## config.mk

```make
export PLATFORM = sky130hd
export DESIGN_NAME = ppc_pin_config
export DESIGN_NICKNAME = d
export VERILOG_FILES = /design/src/hdl/ppc_pkg.sv /design/src/hdl/ppc_pin_sync.sv /design/src/hdl/ppc_pin_config.sv
export SDC_FILE = /design/constraint.sdc
export NUM_CORES = 1
export LEC_CHECK = 0
export BUFFER_PORTS_ARGS = -buffer_cell sky130_fd_sc_hd__clkbuf_2
export CORE_ASPECT_RATIO = 0.6
export CORE_MARGIN = 2
export CORE_UTILIZATION = 50
export DETAILED_ROUTE_END_ITERATION = 12
export GPL_ROUTABILITY_DRIVEN = 0
export GPL_TIMING_DRIVEN = 1
export PLACE_DENSITY = 0.83
export SYNTH_ARGS = -nofsm -noshare
export SYNTH_HDL_FRONTEND = slang
export SYNTH_SLANG_ARGS = --single-unit
```

## constraint.sdc

```tcl
create_clock -name clk -period 3.5 [get_ports clk]
set_input_delay 0.35 -clock clk [delete_from_list [all_inputs] [get_ports clk]]
set_output_delay 0.35 -clock clk [all_outputs]
set_load 0.01 [all_outputs]
```

## src/hdl/ppc_pkg.sv

```systemverilog
// Constants and carrier types for the port 1 / port 2 pin configuration block.
// Assumes an 8-bit paged special function register bus driven by the core.
package ppc_pkg;
	// ==========================================================
	// Widths
	localparam int PORT_WIDTH = 8;
	localparam int PAGE_WIDTH = 8;

	// ==========================================================
	// Register pages
	localparam logic [7:0] PAGE_BASE = 8'h00;
	localparam logic [7:0] PAGE_ALT = 8'h0F;

	// ==========================================================
	// Register addresses
	localparam logic [7:0] ADDR_PORT2_PIN_DATA = 8'hA0;
	localparam logic [7:0] ADDR_PORT1_DRIVE_CFG = 8'hA5;
	localparam logic [7:0] ADDR_PORT1_BYPASS = 8'hD5;
	localparam logic [7:0] ADDR_PORT2_BYPASS = 8'hD6;
	localparam logic [7:0] ADDR_PORT1_ANALOG = 8'hF2;
	localparam logic [7:0] ADDR_PORT2_ANALOG = 8'hF3;

	// ==========================================================
	// Field positions
	localparam int PORT2_ANALOG_RSVD_BIT = 7;
	localparam int PORT2_ANALOG_MSB = 6;

	// ==========================================================
	// Reset values
	localparam logic [7:0] RST_PORT2_PIN_DATA = 8'hFF;
	localparam logic [7:0] RST_PORT1_OUTPUT_TYPE = 8'h00;
	localparam logic [7:0] RST_PORT1_DRIVE_LEVEL = 8'h00;
	localparam logic [7:0] RST_PORT1_BYPASS = 8'h00;
	localparam logic [7:0] RST_PORT2_BYPASS = 8'h00;
	localparam logic [7:0] RST_PORT1_ANALOG = 8'hFF;
	localparam logic [7:0] RST_PORT2_ANALOG = 8'hFF;
	localparam logic RSVD_READ_VALUE = 1'b1;

	// ==========================================================
	// Per-pin control carried to pad cells and crossbar decoder
	typedef struct packed {
		logic [7:0] bypass;
		logic [7:0] rx_en;
		logic [7:0] pullup_en;
	} ppc_port_ctrl_s;

	// Port 1 driver configuration
	typedef struct packed {
		logic [7:0] push_pull;
		logic [7:0] high_drive;
	} ppc_drive_s;

	// Register selected by the current bus address and page
	typedef enum {
		SEL_NONE,
		SEL_PORT2_DATA,
		SEL_PORT1_OUT_TYPE,
		SEL_PORT1_DRIVE,
		SEL_PORT1_BYPASS,
		SEL_PORT2_BYPASS,
		SEL_PORT1_ANALOG,
		SEL_PORT2_ANALOG
	} ppc_sel_e;
endpackage : ppc_pkg

```

## src/hdl/ppc_pin_sync.sv

```systemverilog
// Two-flop synchroniser for a vector of pad input levels.
// Assumes each bit is an independent asynchronous level.
`timescale 1ns/10ps
module ppc_pin_sync #(
	parameter int WIDTH = 8
) (
	// Clock and reset
	input wire logic clk,
	input wire logic rst_n,
	// Levels
	input wire logic [WIDTH-1:0] async_in,
	output logic [WIDTH-1:0] sync_out
);
	// ==========================================================
	// Synchroniser stages
	logic [WIDTH-1:0] stage1;

	// One pair of flops per pin; the first stage feeds only the second
	for (genvar i = 0; i < WIDTH; i++) begin : g_bit
		always_ff @(posedge clk or negedge rst_n) begin
			if (!rst_n) begin
				stage1[i] <= 1'b0;
				sync_out[i] <= 1'b0;
			end else begin
				stage1[i] <= async_in[i];
				sync_out[i] <= stage1[i];
			end
		end
	end
endmodule : ppc_pin_sync

```

## src/hdl/ppc_pin_config.sv

```systemverilog
// Port 1 / port 2 pin configuration registers and pad control vectors.
// Assumes the core drives a paged register bus synchronous to clk and the
// pad pins arrive asynchronously.
`timescale 1ns/10ps
module ppc_pin_config #(
	parameter int WIDTH = ppc_pkg::PORT_WIDTH
) (
	// Clock and reset
	input wire logic clk,
	input wire logic rst_n,
	// Register bus
	input wire logic [7:0] bus_addr,
	input wire logic [ppc_pkg::PAGE_WIDTH-1:0] bus_page,
	input wire logic bus_wr,
	input wire logic bus_rd,
	input wire logic [7:0] bus_wdata,
	input wire logic bus_bit_wr,
	input wire logic [2:0] bus_bit_sel,
	input wire logic bus_bit_val,
	output logic [7:0] bus_rdata,
	output logic bus_rd_hit,
	// Pad pins
	input wire logic [WIDTH-1:0] port2_pad_in,
	output logic [WIDTH-1:0] port2_latch,
	// Pad and crossbar control
	output ppc_pkg::ppc_port_ctrl_s port1_ctrl,
	output ppc_pkg::ppc_port_ctrl_s port2_ctrl,
	output ppc_pkg::ppc_drive_s port1_drive
);
	// ==========================================================
	// Storage
	logic [7:0] port1_output_type;
	logic [7:0] port1_drive_level;
	logic [7:0] port1_crossbar_bypass;
	logic [7:0] port2_crossbar_bypass;
	logic [7:0] port1_analog_select;
	logic [ppc_pkg::PORT2_ANALOG_MSB:0] port2_analog_select;
	logic [7:0] port2_pin_data;
	logic [WIDTH-1:0] port2_pin_sync;
	logic [7:0] port2_analog_view;
	logic [7:0] port2_readback;
	ppc_pkg::ppc_sel_e sel;
	logic [7:0] next_rdata;
	logic wr_port2_data;
	logic page_base;
	logic page_alt;

	// ==========================================================
	// Pin synchroniser
	ppc_pin_sync #(
		.WIDTH(WIDTH)
	) u_sync (
		.clk(clk),
		.rst_n(rst_n),
		.async_in(port2_pad_in),
		.sync_out(port2_pin_sync)
	);

	// ==========================================================
	// Address decode
	assign page_base = (bus_page == ppc_pkg::PAGE_BASE);
	assign page_alt = (bus_page == ppc_pkg::PAGE_ALT);

	// Select one register from address and page
	always_comb begin
		sel = ppc_pkg::SEL_NONE;
		case (bus_addr)
			ppc_pkg::ADDR_PORT2_PIN_DATA: begin
				sel = ppc_pkg::SEL_PORT2_DATA;
			end
			ppc_pkg::ADDR_PORT1_DRIVE_CFG: begin
				if (page_base) begin
					sel = ppc_pkg::SEL_PORT1_OUT_TYPE;
				end else if (page_alt) begin
					sel = ppc_pkg::SEL_PORT1_DRIVE;
				end
			end
			ppc_pkg::ADDR_PORT1_BYPASS: begin
				if (page_base) begin
					sel = ppc_pkg::SEL_PORT1_BYPASS;
				end
			end
			ppc_pkg::ADDR_PORT2_BYPASS: begin
				if (page_base) begin
					sel = ppc_pkg::SEL_PORT2_BYPASS;
				end
			end
			ppc_pkg::ADDR_PORT1_ANALOG: begin
				if (page_base) begin
					sel = ppc_pkg::SEL_PORT1_ANALOG;
				end
			end
			ppc_pkg::ADDR_PORT2_ANALOG: begin
				if (page_base) begin
					sel = ppc_pkg::SEL_PORT2_ANALOG;
				end
			end
			default: begin
				sel = ppc_pkg::SEL_NONE;
			end
		endcase
	end

	assign wr_port2_data = bus_wr && (sel == ppc_pkg::SEL_PORT2_DATA);

	// ==========================================================
	// Crossbar bypass masks
	always_ff @(posedge clk or negedge rst_n) begin
		if (!rst_n) begin
			port1_crossbar_bypass <= ppc_pkg::RST_PORT1_BYPASS;
		end else if (bus_wr && sel == ppc_pkg::SEL_PORT1_BYPASS) begin
			port1_crossbar_bypass <= bus_wdata;
		end
	end

	always_ff @(posedge clk or negedge rst_n) begin
		if (!rst_n) begin
			port2_crossbar_bypass <= ppc_pkg::RST_PORT2_BYPASS;
		end else if (bus_wr && sel == ppc_pkg::SEL_PORT2_BYPASS) begin
			port2_crossbar_bypass <= bus_wdata;
		end
	end

	// ==========================================================
	// Analog selects; port 2 bit 7 is not stored
	always_ff @(posedge clk or negedge rst_n) begin
		if (!rst_n) begin
			port1_analog_select <= ppc_pkg::RST_PORT1_ANALOG;
		end else if (bus_wr && sel == ppc_pkg::SEL_PORT1_ANALOG) begin
			port1_analog_select <= bus_wdata;
		end
	end

	always_ff @(posedge clk or negedge rst_n) begin
		if (!rst_n) begin
			port2_analog_select <= ppc_pkg::RST_PORT2_ANALOG[ppc_pkg::PORT2_ANALOG_MSB:0];
		end else if (bus_wr && sel == ppc_pkg::SEL_PORT2_ANALOG) begin
			port2_analog_select <= bus_wdata[ppc_pkg::PORT2_ANALOG_MSB:0];
		end
	end

	// Reserved bit always reads as one and keeps pin 7 digital
	assign port2_analog_view = {ppc_pkg::RSVD_READ_VALUE, port2_analog_select};

	// ==========================================================
	// Port 1 driver configuration, shared address split by page
	always_ff @(posedge clk or negedge rst_n) begin
		if (!rst_n) begin
			port1_output_type <= ppc_pkg::RST_PORT1_OUTPUT_TYPE;
		end else if (bus_wr && sel == ppc_pkg::SEL_PORT1_OUT_TYPE) begin
			port1_output_type <= bus_wdata;
		end
	end

	always_ff @(posedge clk or negedge rst_n) begin
		if (!rst_n) begin
			port1_drive_level <= ppc_pkg::RST_PORT1_DRIVE_LEVEL;
		end else if (bus_wr && sel == ppc_pkg::SEL_PORT1_DRIVE) begin
			port1_drive_level <= bus_wdata;
		end
	end

	// ==========================================================
	// Port 2 output latch: byte write wins over a bit write
	always_ff @(posedge clk or negedge rst_n) begin
		if (!rst_n) begin
			port2_pin_data <= ppc_pkg::RST_PORT2_PIN_DATA;
		end else if (wr_port2_data) begin
			port2_pin_data <= bus_wdata;
		end else if (bus_bit_wr && bus_addr == ppc_pkg::ADDR_PORT2_PIN_DATA) begin
			port2_pin_data[bus_bit_sel] <= bus_bit_val;
		end
	end

	// ==========================================================
	// Pin readback; analog pins have no receiver so read low
	assign port2_readback = port2_pin_sync & port2_analog_view;

	// Read multiplexer
	always_comb begin
		next_rdata = 8'h00;
		case (sel)
			ppc_pkg::SEL_PORT2_DATA: next_rdata = port2_readback;
			ppc_pkg::SEL_PORT1_OUT_TYPE: next_rdata = port1_output_type;
			ppc_pkg::SEL_PORT1_DRIVE: next_rdata = port1_drive_level;
			ppc_pkg::SEL_PORT1_BYPASS: next_rdata = port1_crossbar_bypass;
			ppc_pkg::SEL_PORT2_BYPASS: next_rdata = port2_crossbar_bypass;
			ppc_pkg::SEL_PORT1_ANALOG: next_rdata = port1_analog_select;
			ppc_pkg::SEL_PORT2_ANALOG: next_rdata = port2_analog_view;
			default: next_rdata = 8'h00;
		endcase
	end

	// Registered read answer, one cycle after the strobe
	always_ff @(posedge clk or negedge rst_n) begin
		if (!rst_n) begin
			bus_rdata <= 8'h00;
			bus_rd_hit <= 1'b0;
		end else begin
			bus_rd_hit <= bus_rd && (sel != ppc_pkg::SEL_NONE);
			if (bus_rd) begin
				bus_rdata <= next_rdata;
			end
		end
	end

	// ==========================================================
	// Continuous control vectors to pads and crossbar
	assign port1_ctrl.bypass = port1_crossbar_bypass;
	assign port1_ctrl.rx_en = port1_analog_select;
	assign port1_ctrl.pullup_en = port1_analog_select;
	assign port2_ctrl.bypass = port2_crossbar_bypass;
	assign port2_ctrl.rx_en = port2_analog_view;
	assign port2_ctrl.pullup_en = port2_analog_view;
	// Driver fields never look at the analog select
	assign port1_drive.push_pull = port1_output_type;
	assign port1_drive.high_drive = port1_drive_level;
	assign port2_latch = port2_pin_data;
endmodule : ppc_pin_config

```

Yosys cells after proc, flatten, opt, wreduce, memory -nomap -nowiden:

Cells that the tools add are included.

* $lt $le $gt $ge: 2
* eq/ne operators: 21
* mux-type cells: 13
* bitwise operators: 1
* reductions and logical operators: 13

Operator list (count)
* 32-bit by 3-bit equality test with 1-bit output (second input constant): 6
* 32-bit case mux with 6 select lines: 1
* 32-bit by 4-bit equality test with 1-bit output (second input constant): 4
* 32-bit by 2-bit equality test with 1-bit output (second input constant): 3
* 8-bit case mux with 7 select lines: 1
* 8-bit equality test (second input constant): 6
* 32-bit by 1-bit equality test with 1-bit output (second input constant): 1
* 32-bit nonzero test: 1
* 8-bit 2-to-1 mux: 2
* 3-bit 2-to-1 mux: 4
* 1-bit logical AND: 10
* 8-bit bitwise AND: 1
* 8-bit bitwise mux: 1
* 8-bit by 4-bit equality test with 1-bit output (second input constant): 1
* 8-bit zero test: 1
* 3-bit by 4-bit less-than comparator with 1-bit output (second input constant): 1
* 2-bit 2-to-1 mux: 2
* 1-bit demux with 3-bit select: 1
* 3-bit by 1-bit greater-or-equal comparator with 1-bit output (second input constant): 1
* 2-bit nonzero test: 1
* 1-bit 2-to-1 mux: 1

* register bits: 80
* input bits: 41
* output and inout bits: 81
* word-level logic and storage cells: 75

Depth between registers and ports, before layout:

Gate-level depths: netlist of the first run.

* word-level depth: 7
* depth in mapped cells: 8
* mapped depth without buffers: 5

By module:

From an unflattened synthesis of the first run, not the netlist that was laid out.

* cell total of the unflattened synthesis: 321
* area, all modules: 3945.0 sq um

Modules (own cells, without submodules)
* ppc_pin_config: times used 1, cells each 305, area each 3544.6 sq um, seq. area each 1630.3 sq um
* ppc_pin_sync: times used 1, cells each 16, area each 400.4 sq um, seq. area each 400.4 sq um

Worst setup path after synthesis of the first run:

OpenSTA, ideal clock, no wires.

* path type: in2reg
* start point: input bus_page[5] (netlist name)
* end point: register port1_crossbar_bypass[0]
* arrival time: 2.400 ns
* data required time: 3.375 ns
* path slack: 0.975 ns
* stages on the path: 5
* path buffers: 1
* cell sequence: or4_4 -> buf_6 -> or3_4 -> nor4b_4 -> mux2_4

* cells in the longest elaborated chain, start to end: 6
* elaborated cells between the ends (all ways): 11

Ends and longest elaborated chain
* start, declared: RTL line ppc_pin_config.sv:13 `input wire logic [ppc_pkg::PAGE_WIDTH-1:0] bus_page,`
* 8-bit by 4-bit equality test with 1-bit output: RTL line ppc_pin_config.sv:62 `assign page_alt = (bus_page == ppc_pkg::PAGE_ALT);`
* 2-bit 2-to-1 mux: RTL line ppc_pin_config.sv:74 `end else if (page_alt) begin`
* 2-bit 2-to-1 mux: RTL line ppc_pin_config.sv:72 `if (page_base) begin`
* 32-bit case mux with 6 select lines (*): RTL line ppc_pin_config.sv:67 `case (bus_addr)`
* 32-bit by 4-bit equality test with 1-bit output (*): RTL line ppc_pin_config.sv:111 `end else if (bus_wr && sel == ppc_pkg::SEL_PORT1_BYPASS) begin`
* 1-bit logical AND (*): RTL line ppc_pin_config.sv:111
* end signal, assigned: RTL line ppc_pin_config.sv:110 `port1_crossbar_bypass <= ppc_pkg::RST_PORT1_BYPASS;`
* end signal, assigned: RTL line ppc_pin_config.sv:112 `port1_crossbar_bypass <= bus_wdata;`
* end, declared: RTL line ppc_pin_config.sv:34 `logic [7:0] port1_crossbar_bypass;`

Mark *: on every way between the ends. The rest lies on a longest branch, timed or not.
A chain may end at the register's enable or synchronous reset.

Final worst setup path of the first run:

* start point: input bus_addr[1]
* end point: register port1_drive_level[1]

* cells in the longest elaborated chain, start to end: 4
* elaborated cells between the ends (all ways): 9

Ends and longest elaborated chain
* start, declared: RTL line ppc_pin_config.sv:12 `input wire logic [7:0] bus_addr,`
* 8-bit equality test: RTL line ppc_pin_config.sv:67
* 32-bit case mux with 6 select lines (*): RTL line ppc_pin_config.sv:67
* 32-bit by 3-bit equality test with 1-bit output (*): RTL line ppc_pin_config.sv:158 `end else if (bus_wr && sel == ppc_pkg::SEL_PORT1_DRIVE) begin`
* 1-bit logical AND (*): RTL line ppc_pin_config.sv:158
* end signal, assigned: RTL line ppc_pin_config.sv:157 `port1_drive_level <= ppc_pkg::RST_PORT1_DRIVE_LEVEL;`
* end signal, assigned: RTL line ppc_pin_config.sv:159 `port1_drive_level <= bus_wdata;`
* end, declared: RTL line ppc_pin_config.sv:33 `logic [7:0] port1_drive_level;`

Marked as above.

==> results.cfg, run 1 <==
[layout]
diodes = 0
drive_gt1_frac = 0.5365
nNetsFinal = 433
regArea_um2 = 2031
multi_input_area_um2 = 1481
syn_to_final_growth_pct = 23.30
instances_no_fill = 488
fin_area_um2 = 4562
fillers = 568

[logic_synthesis]
yosysUniqueCellTypes = 47
synth_compound_area_frac = 0.09807
synth_seq_cells = 80
postSynth.asyncResetShare = 1.000
synth-simple-area-share = 0.1258
netlist_area_um2 = 3700
synth_mux_area_frac = 0.1728
yosys.area.top_type = dfrtp_1
synth_edf_count = 0
synth_fa_ha_area_frac = 0
synthFlopType = dfrtp_1
synth_top_cells_by_area = dfrtp_1 39%, dfstp_2 16%, mux2_2 11%
yosysWarnings = 0
postSynthCellCount = 283
synth_xor_area_frac = 0
synth_top_family_by_area = multiplexers
ys_seq_area_frac = 0.5489
syn_avg_cell_area_um2 = 13.07
yosysTopAreaCellShare = 0.3855

[clock_tree]
post_cts_buffers = 0
clkLatencyLatePin_ns = 0.33
cts_root_buf = clkbuf_16
htree_levels = 3
cts_tree = yes
cts_num_sinks = 80
cts_resized = 0
clk_pin_slew_worst_paths_ns = 0.06
cts_buffers = 9
cts-hold-fix-buffers = 0
cts_buffer_depth = 2

[global_route]
grt_max_degree = 81
grt_pass1_wl_um = 15470
antenna_found_initial = 0
track_usage = 0.2565
grt_pass1_vias = 2839
overflow = 0

[sta]
min_period_ns = 2.505
drv_slew = 0
setup_viol = 0
fin_ws_ns = 0.9946
timing.final.crit_share = 0.7158
skew_ns = 0.003444
tns_ns = 0
rsz0062_at_grt = false
worst-slew-pin-transition_ns = 0.9642
slew_headroom = 0.3572
hold_violations = 0
max_freq_mhz = 399.1
holdWs_ns = 0.1178

[worst_setup_path]
critPathLaunchType = input pin
crit_chain = clkbuf_2, or4b_1, nor4_4, nand2_1, mux2_2
crit_slowest_cell = nor4_4
critPathRequiredTime_ns = 3.72
cp-end-kind = flop
slowest_delay_ns = 0.73
path_class = input pin to flop
path_max_fanout = 10
cp_data_arrival_time_ns = 2.72

[run]
max-cap-violations = 0

[placed_design]
dp_slack_ns = 0.6850
placed_cell_area_um2 = 4284
place_inst = 472
hpwl_um = 6855
portBuffers = 119

[route]
postRouteWirelength_um = 9904
drcViolationCount = 0
drtPass1Iterations = 4
post_drt_via_cell_ratio = 5.838
drt-initial-drc-count = 192
ant_nets = 0
via_count = 2849
wl_per_cell_um = 20.30

[power_and_ir_drop]
pwr-share-clk = 0.462
power.switching_mw = 0.4118
seqPwrFrac = 0.490
p_per_area_nw_per_um2 = 425.6
p_int_mw = 1.530
p_sw_frac = 0.2121
ir_drop_uv = 307.5
p_leak_nw = 2.209
p_comb_frac = 0.048

[die]
dieArea_um2 = 8126
start_util = 0.5134
die_h_um = 70.63
pin_count = 122
rows = 24
core_um2 = 7207
fp.dieW_um = 115.1

[run_status]
status = finished, final reports clean

[hold_path]
hold_path_class = input pin to flop
[stage by stage]
step	power (mW)	util
global route	2.003	0.6330
global placement	1.056	0.5944
CTS	1.955	0.6330
floorplan	0.9972	-
finish	1.942	0.6330
detailed placement	1.059	0.5944
[worst max-delay path: cells and delay by family]
kind	cells	cell delay (ns)
mux	1	0.39
buf+inv	1	0.12
simple gates	3	1.87
[path summary, 6_finish.rpt]
check	from	end	slack, ns	depth (start not counted)
min in group asynchronous	rst_n	port2_crossbar_bypass[3]	0.17	1
min reg2reg	u_sync.stage1[1]	u_sync.sync_out[1]	0.35	0
max in group asynchronous	rst_n	port2_crossbar_bypass[0]	2.71	1
min	port2_pad_in[3]	u_sync.stage1[3]	0.12	1
max reg2reg	bus_rdata[7]	bus_rdata[7]	2.22	3
max	bus_addr[1]	port1_drive_level[1]	0.99	5
[cells in the final DEF (no fill, tap or decap), types with 3 or more instances in the layout]
cell type / count
clkbuf_1: 6
mux2_2: 37
a31oi_1: 7
buf_4: 8
mux2_4: 8
nand4b_1: 3
clkbuf_2: 118
mux2i_1: 8
dfrtp_1: 57
nand2_1: 19
dfstp_2: 23
a22oi_1: 14
a32o_1: 7
o21ai_0: 6
nor3_1: 6
nor2_1: 12
a21oi_1: 3
clkbuf_16: 9
nor4_4: 4
a221oi_1: 7
[flip-flops by register name, summed over array words and instances (netlist names)]
signal and count:
bus_rdata 8, port1_analog_select 8, port1_crossbar_bypass 8, port1_drive_level 8
port1_output_type 8, port2_crossbar_bypass 8, port2_latch 8, u_sync.stage1 8
u_sync.sync_out 8, port2_analog_select 7, bus_rd_hit 1
[power by group through the flow]
stage                     registers [mW]  logic (mW)  clock network [mW]
after floorplan                    0.968      0.0296                   0
after global placement             0.966      0.0901                   0
after detailed placement           0.966      0.0929                   0
after CTS                          0.951      0.0935               0.910
after global routing               0.952       0.104               0.946
final                              0.951      0.0925               0.898
[Yosys cell counts, types with 2 or more instances]
master,count
o21ai_0,6
mux2i_1,8
mux2_1,2
or4b_1,2
a21oi_1,3
buf_4,17
nor3_1,6
nor4_4,4
nand4_1,2
a32o_1,7
mux2_2,37
nand4b_1,3
o21ai_1,2
a22oi_1,14
clkbuf_1,7
nor4_1,2
buf_6,2
nand2_1,19
mux2_4,8
nor4bb_1,2
buf_2,2
a31oi_1,7
dfrtp_1,57
a221oi_1,7
nand3b_1,2
nor2_1,12
dfstp_2,23
[per-layer routing]
metal | vias up | track usage | wire (um)
met2 | 161 | 0.3784 | 4549
met5 | - | 0 | 0
met3 | 9 | 0.1071 | 1183
li1 | 1261 | - | -
met4 | 0 | 0.06693 | 76
met1 | 1418 | 0.3539 | 4095
[final cells by class]
class / instances / share of cell area
repair buffers: 126 / 0.1426
multi-input cells: 173 / 0.3247
clock inverters: 1 / 0.006583
inverters: 2 / 0.001646
clock buffers: 15 / 0.05431
well taps: 91 / 0.02496
flip-flops and latches: 80 / 0.4451
[cells by family after synthesis]
| group | Yosys count |
|---|---|
| DFF | 80 |
| and+or+nand+nor | 67 |
| muxes | 55 |
| AOI/OAI and AO/OA | 49 |
| buffers and inverters | 31 |
| other | 1 |
Power figures use the tool's default switching activity.
==> run 2, diff against run 1 <==
- ABC_AREA: unset -> 1
- PLACE_DENSITY: 0.83 -> 0.82
- clock period: 3.5 -> 2.55 ns (I/O delays scaled with it)
==> results.cfg, run 2 <==
[global_route]
track_usage = 0.2474
overflow = 0
grt_pass1_vias = 3114
antenna_found_initial = 0
grt_max_degree = 81
grt_pass1_wl_um = 16080

[sta]
hold_violations = 0
timing.final.crit_share = 0.5591
skew_ns = 0.009024
max_freq_mhz = 701.5
drv_slew = 0
tns_ns = 0
rsz0062_at_grt = false
worst-slew-pin-transition_ns = 0.9775
min_period_ns = 1.426
setup_viol = 0
holdWs_ns = 0.01343
fin_ws_ns = 1.124
slew_headroom = 0.3483

[logic_synthesis]
synth-simple-area-share = 0.2931
synth_top_family_by_area = simple AND/OR/NAND/NOR gates
synth_xor_area_frac = 0
netlist_area_um2 = 3871
postSynthCellCount = 461
synth_compound_area_frac = 0.09535
ys_seq_area_frac = 0.5246
synth_top_cells_by_area = dfrtp_1 37%, dfstp_2 16%, nand2_1 16%
synth_seq_cells = 80
yosysTopAreaCellShare = 0.3685
postSynth.asyncResetShare = 1.000
yosysMostFrequentCell = nand2_1
synth_fa_ha_area_frac = 0
synth_edf_count = 0
yosysUniqueCellTypes = 25
synthFlopType = dfrtp_1
syn_avg_cell_area_um2 = 8.397
yosysWarnings = 0
synth_mux_area_frac = 0
yosys.area.top_type = dfrtp_1
synth_common_cells = 161 x nand2_1, 57 x dfrtp_1, 32 x nor2_1, 30 x inv_1, 25 x nand4_1

[run]
max-cap-violations = 0

[worst_setup_path]
path_class = input pin to flop
cp_data_arrival_time_ns = 1.66
r2r_start = port1_crossbar_bypass[0]
endpoint = port2_crossbar_bypass[3]
critPathRequiredTime_ns = 2.78
r2r-end = bus_rdata[0]
critPathLaunchType = input pin
r2r_setup_slack_ns = 1.51
path_max_fanout = 16
cp-end-kind = flop
startpoint = bus_page[7]
rr_worst_depth = 6

[hold_path]
worstHoldPathCells = 1
hold_path_class = input pin to flop

[die]
fp.dieW_um = 117.6
start_util = 0.5241
dieArea_um2 = 8485
pin_count = 122
rows = 24
core_um2 = 7387
die_h_um = 72.16

[clock_tree]
htree_levels = 3
post_cts_buffers = 0
cts_tree = yes
cts_resized = 0
cts_root_buf = clkbuf_16
cts_buffer_depth = 2
cts_buffers = 9
clk_pin_slew_worst_paths_ns = 0.07
cts-hold-fix-buffers = 0
clkLatencyLatePin_ns = 0.34
cts_num_sinks = 80

[layout]
final_cell_mix = 161 x nand2_1, 118 x clkbuf_2, 57 x dfrtp_1
syn_to_final_growth_pct = 21.49
final_util = 0.6367
regArea_um2 = 2031
nNetsFinal = 605
layout_commonest_cell = nand2_1
diodes = 0
fin_area_um2 = 4703
fillers = 659
multi_input_area_um2 = 1511
drive_gt1_frac = 0.3462

[route]
ant_nets = 0
drtPass1Iterations = 6
drcViolationCount = 0
wl_per_cell_um = 15.04
drt-initial-drc-count = 254
post_drt_via_cell_ratio = 5.238
via_count = 3525
postRouteWirelength_um = 10120

[placed_design]
portBuffers = 119
hpwl_um = 7389
dp_slack_ns = 0.8169
placed_cell_area_um2 = 4409

[power_and_ir_drop]
p_leak_nw = 2.446
ir_drop_uv = 344.9
p_per_area_nw_per_um2 = 577.1

[run_status]
status = finished, final reports clean
-- run 2: changes by cell type in the layout (fill, tap and decap cells not counted), sizes merged, moves of 8 or more --
cell	before	now
mux2	47	0
nand4	2	26
nand2	19	174
o211ai	0	8
a22oi	14	0
o21ai	8	42
mux2i	8	0
inv	1	43
nand3	1	15
nor2	12	41
-- run 2: stage by stage --
step	power, mW	std cells
2_1_floorplan	1.380	462
3_3_place_gp	1.463	657
3_5_place_dp	1.468	657
4_1_cts	2.730	673
5_1_grt	2.806	673
6_report	2.714	673
-- run 2: layout make-up --
cell class              instances  area share
well taps                     104     0.02767
clock inverters                 7     0.01463
repair buffers                119      0.1272
clock buffers                   9     0.04789
flip-flops and latches         80      0.4318
inverters                      37     0.02953
multi-input cells             317      0.3214
-- run 2: how the worst min path moves through the flow --
stage / from / endpoint
finish: port2_pad_in[2] / u_sync.stage1[2]
global route: port2_pad_in[3] / u_sync.stage1[3]
detailed placement: u_sync.stage1[2] / u_sync.sync_out[2]
CTS: port2_pad_in[2] / u_sync.stage1[2]
global placement: u_sync.stage1[6] / u_sync.sync_out[6]
floorplan: rst_n / bus_rd_hit
-- run 2: logic make-up (layout without fill, tap and decap cells) --
| family | after synthesis | in the layout |
|---|---|---|
| AO/OA/AOI/OAI | 58 | 58 |
| buffers and inverters | 65 | 172 |
| flip-flops | 80 | 80 |
| other | 1 | 2 |
| AND/OR/NAND/NOR | 257 | 257 |
-- run 2: power by group --
part / total, mW / switching (mW) / internal [mW]
logic: 0.140 / 0.0975 / 0.0424
clock network: 1.27 / 0.578 / 0.692
registers: 1.30 / 0.00890 / 1.30
total: 2.71 / 0.684 / 2.03
-- run 2: routing by layer --
metal / vias up / routed length, um / track usage
met5: - / 0 / 0
met4: 0 / 95 / 0.04552
met3: 8 / 1012 / 0.07390
met2: 161 / 4433 / 0.3756
met1: 1671 / 4579 / 0.3596
li1: 1685 / - / -
-- run 2: critical path, cell delays in order --
cell and delay (ns):
clkbuf_2 0.08, nor2_1 0.09, nand2_1 0.11, nor2_4 0.23
nand2_2 0.14, nor2_2 0.49, nand2_1 0.12, o21a_1 0.14
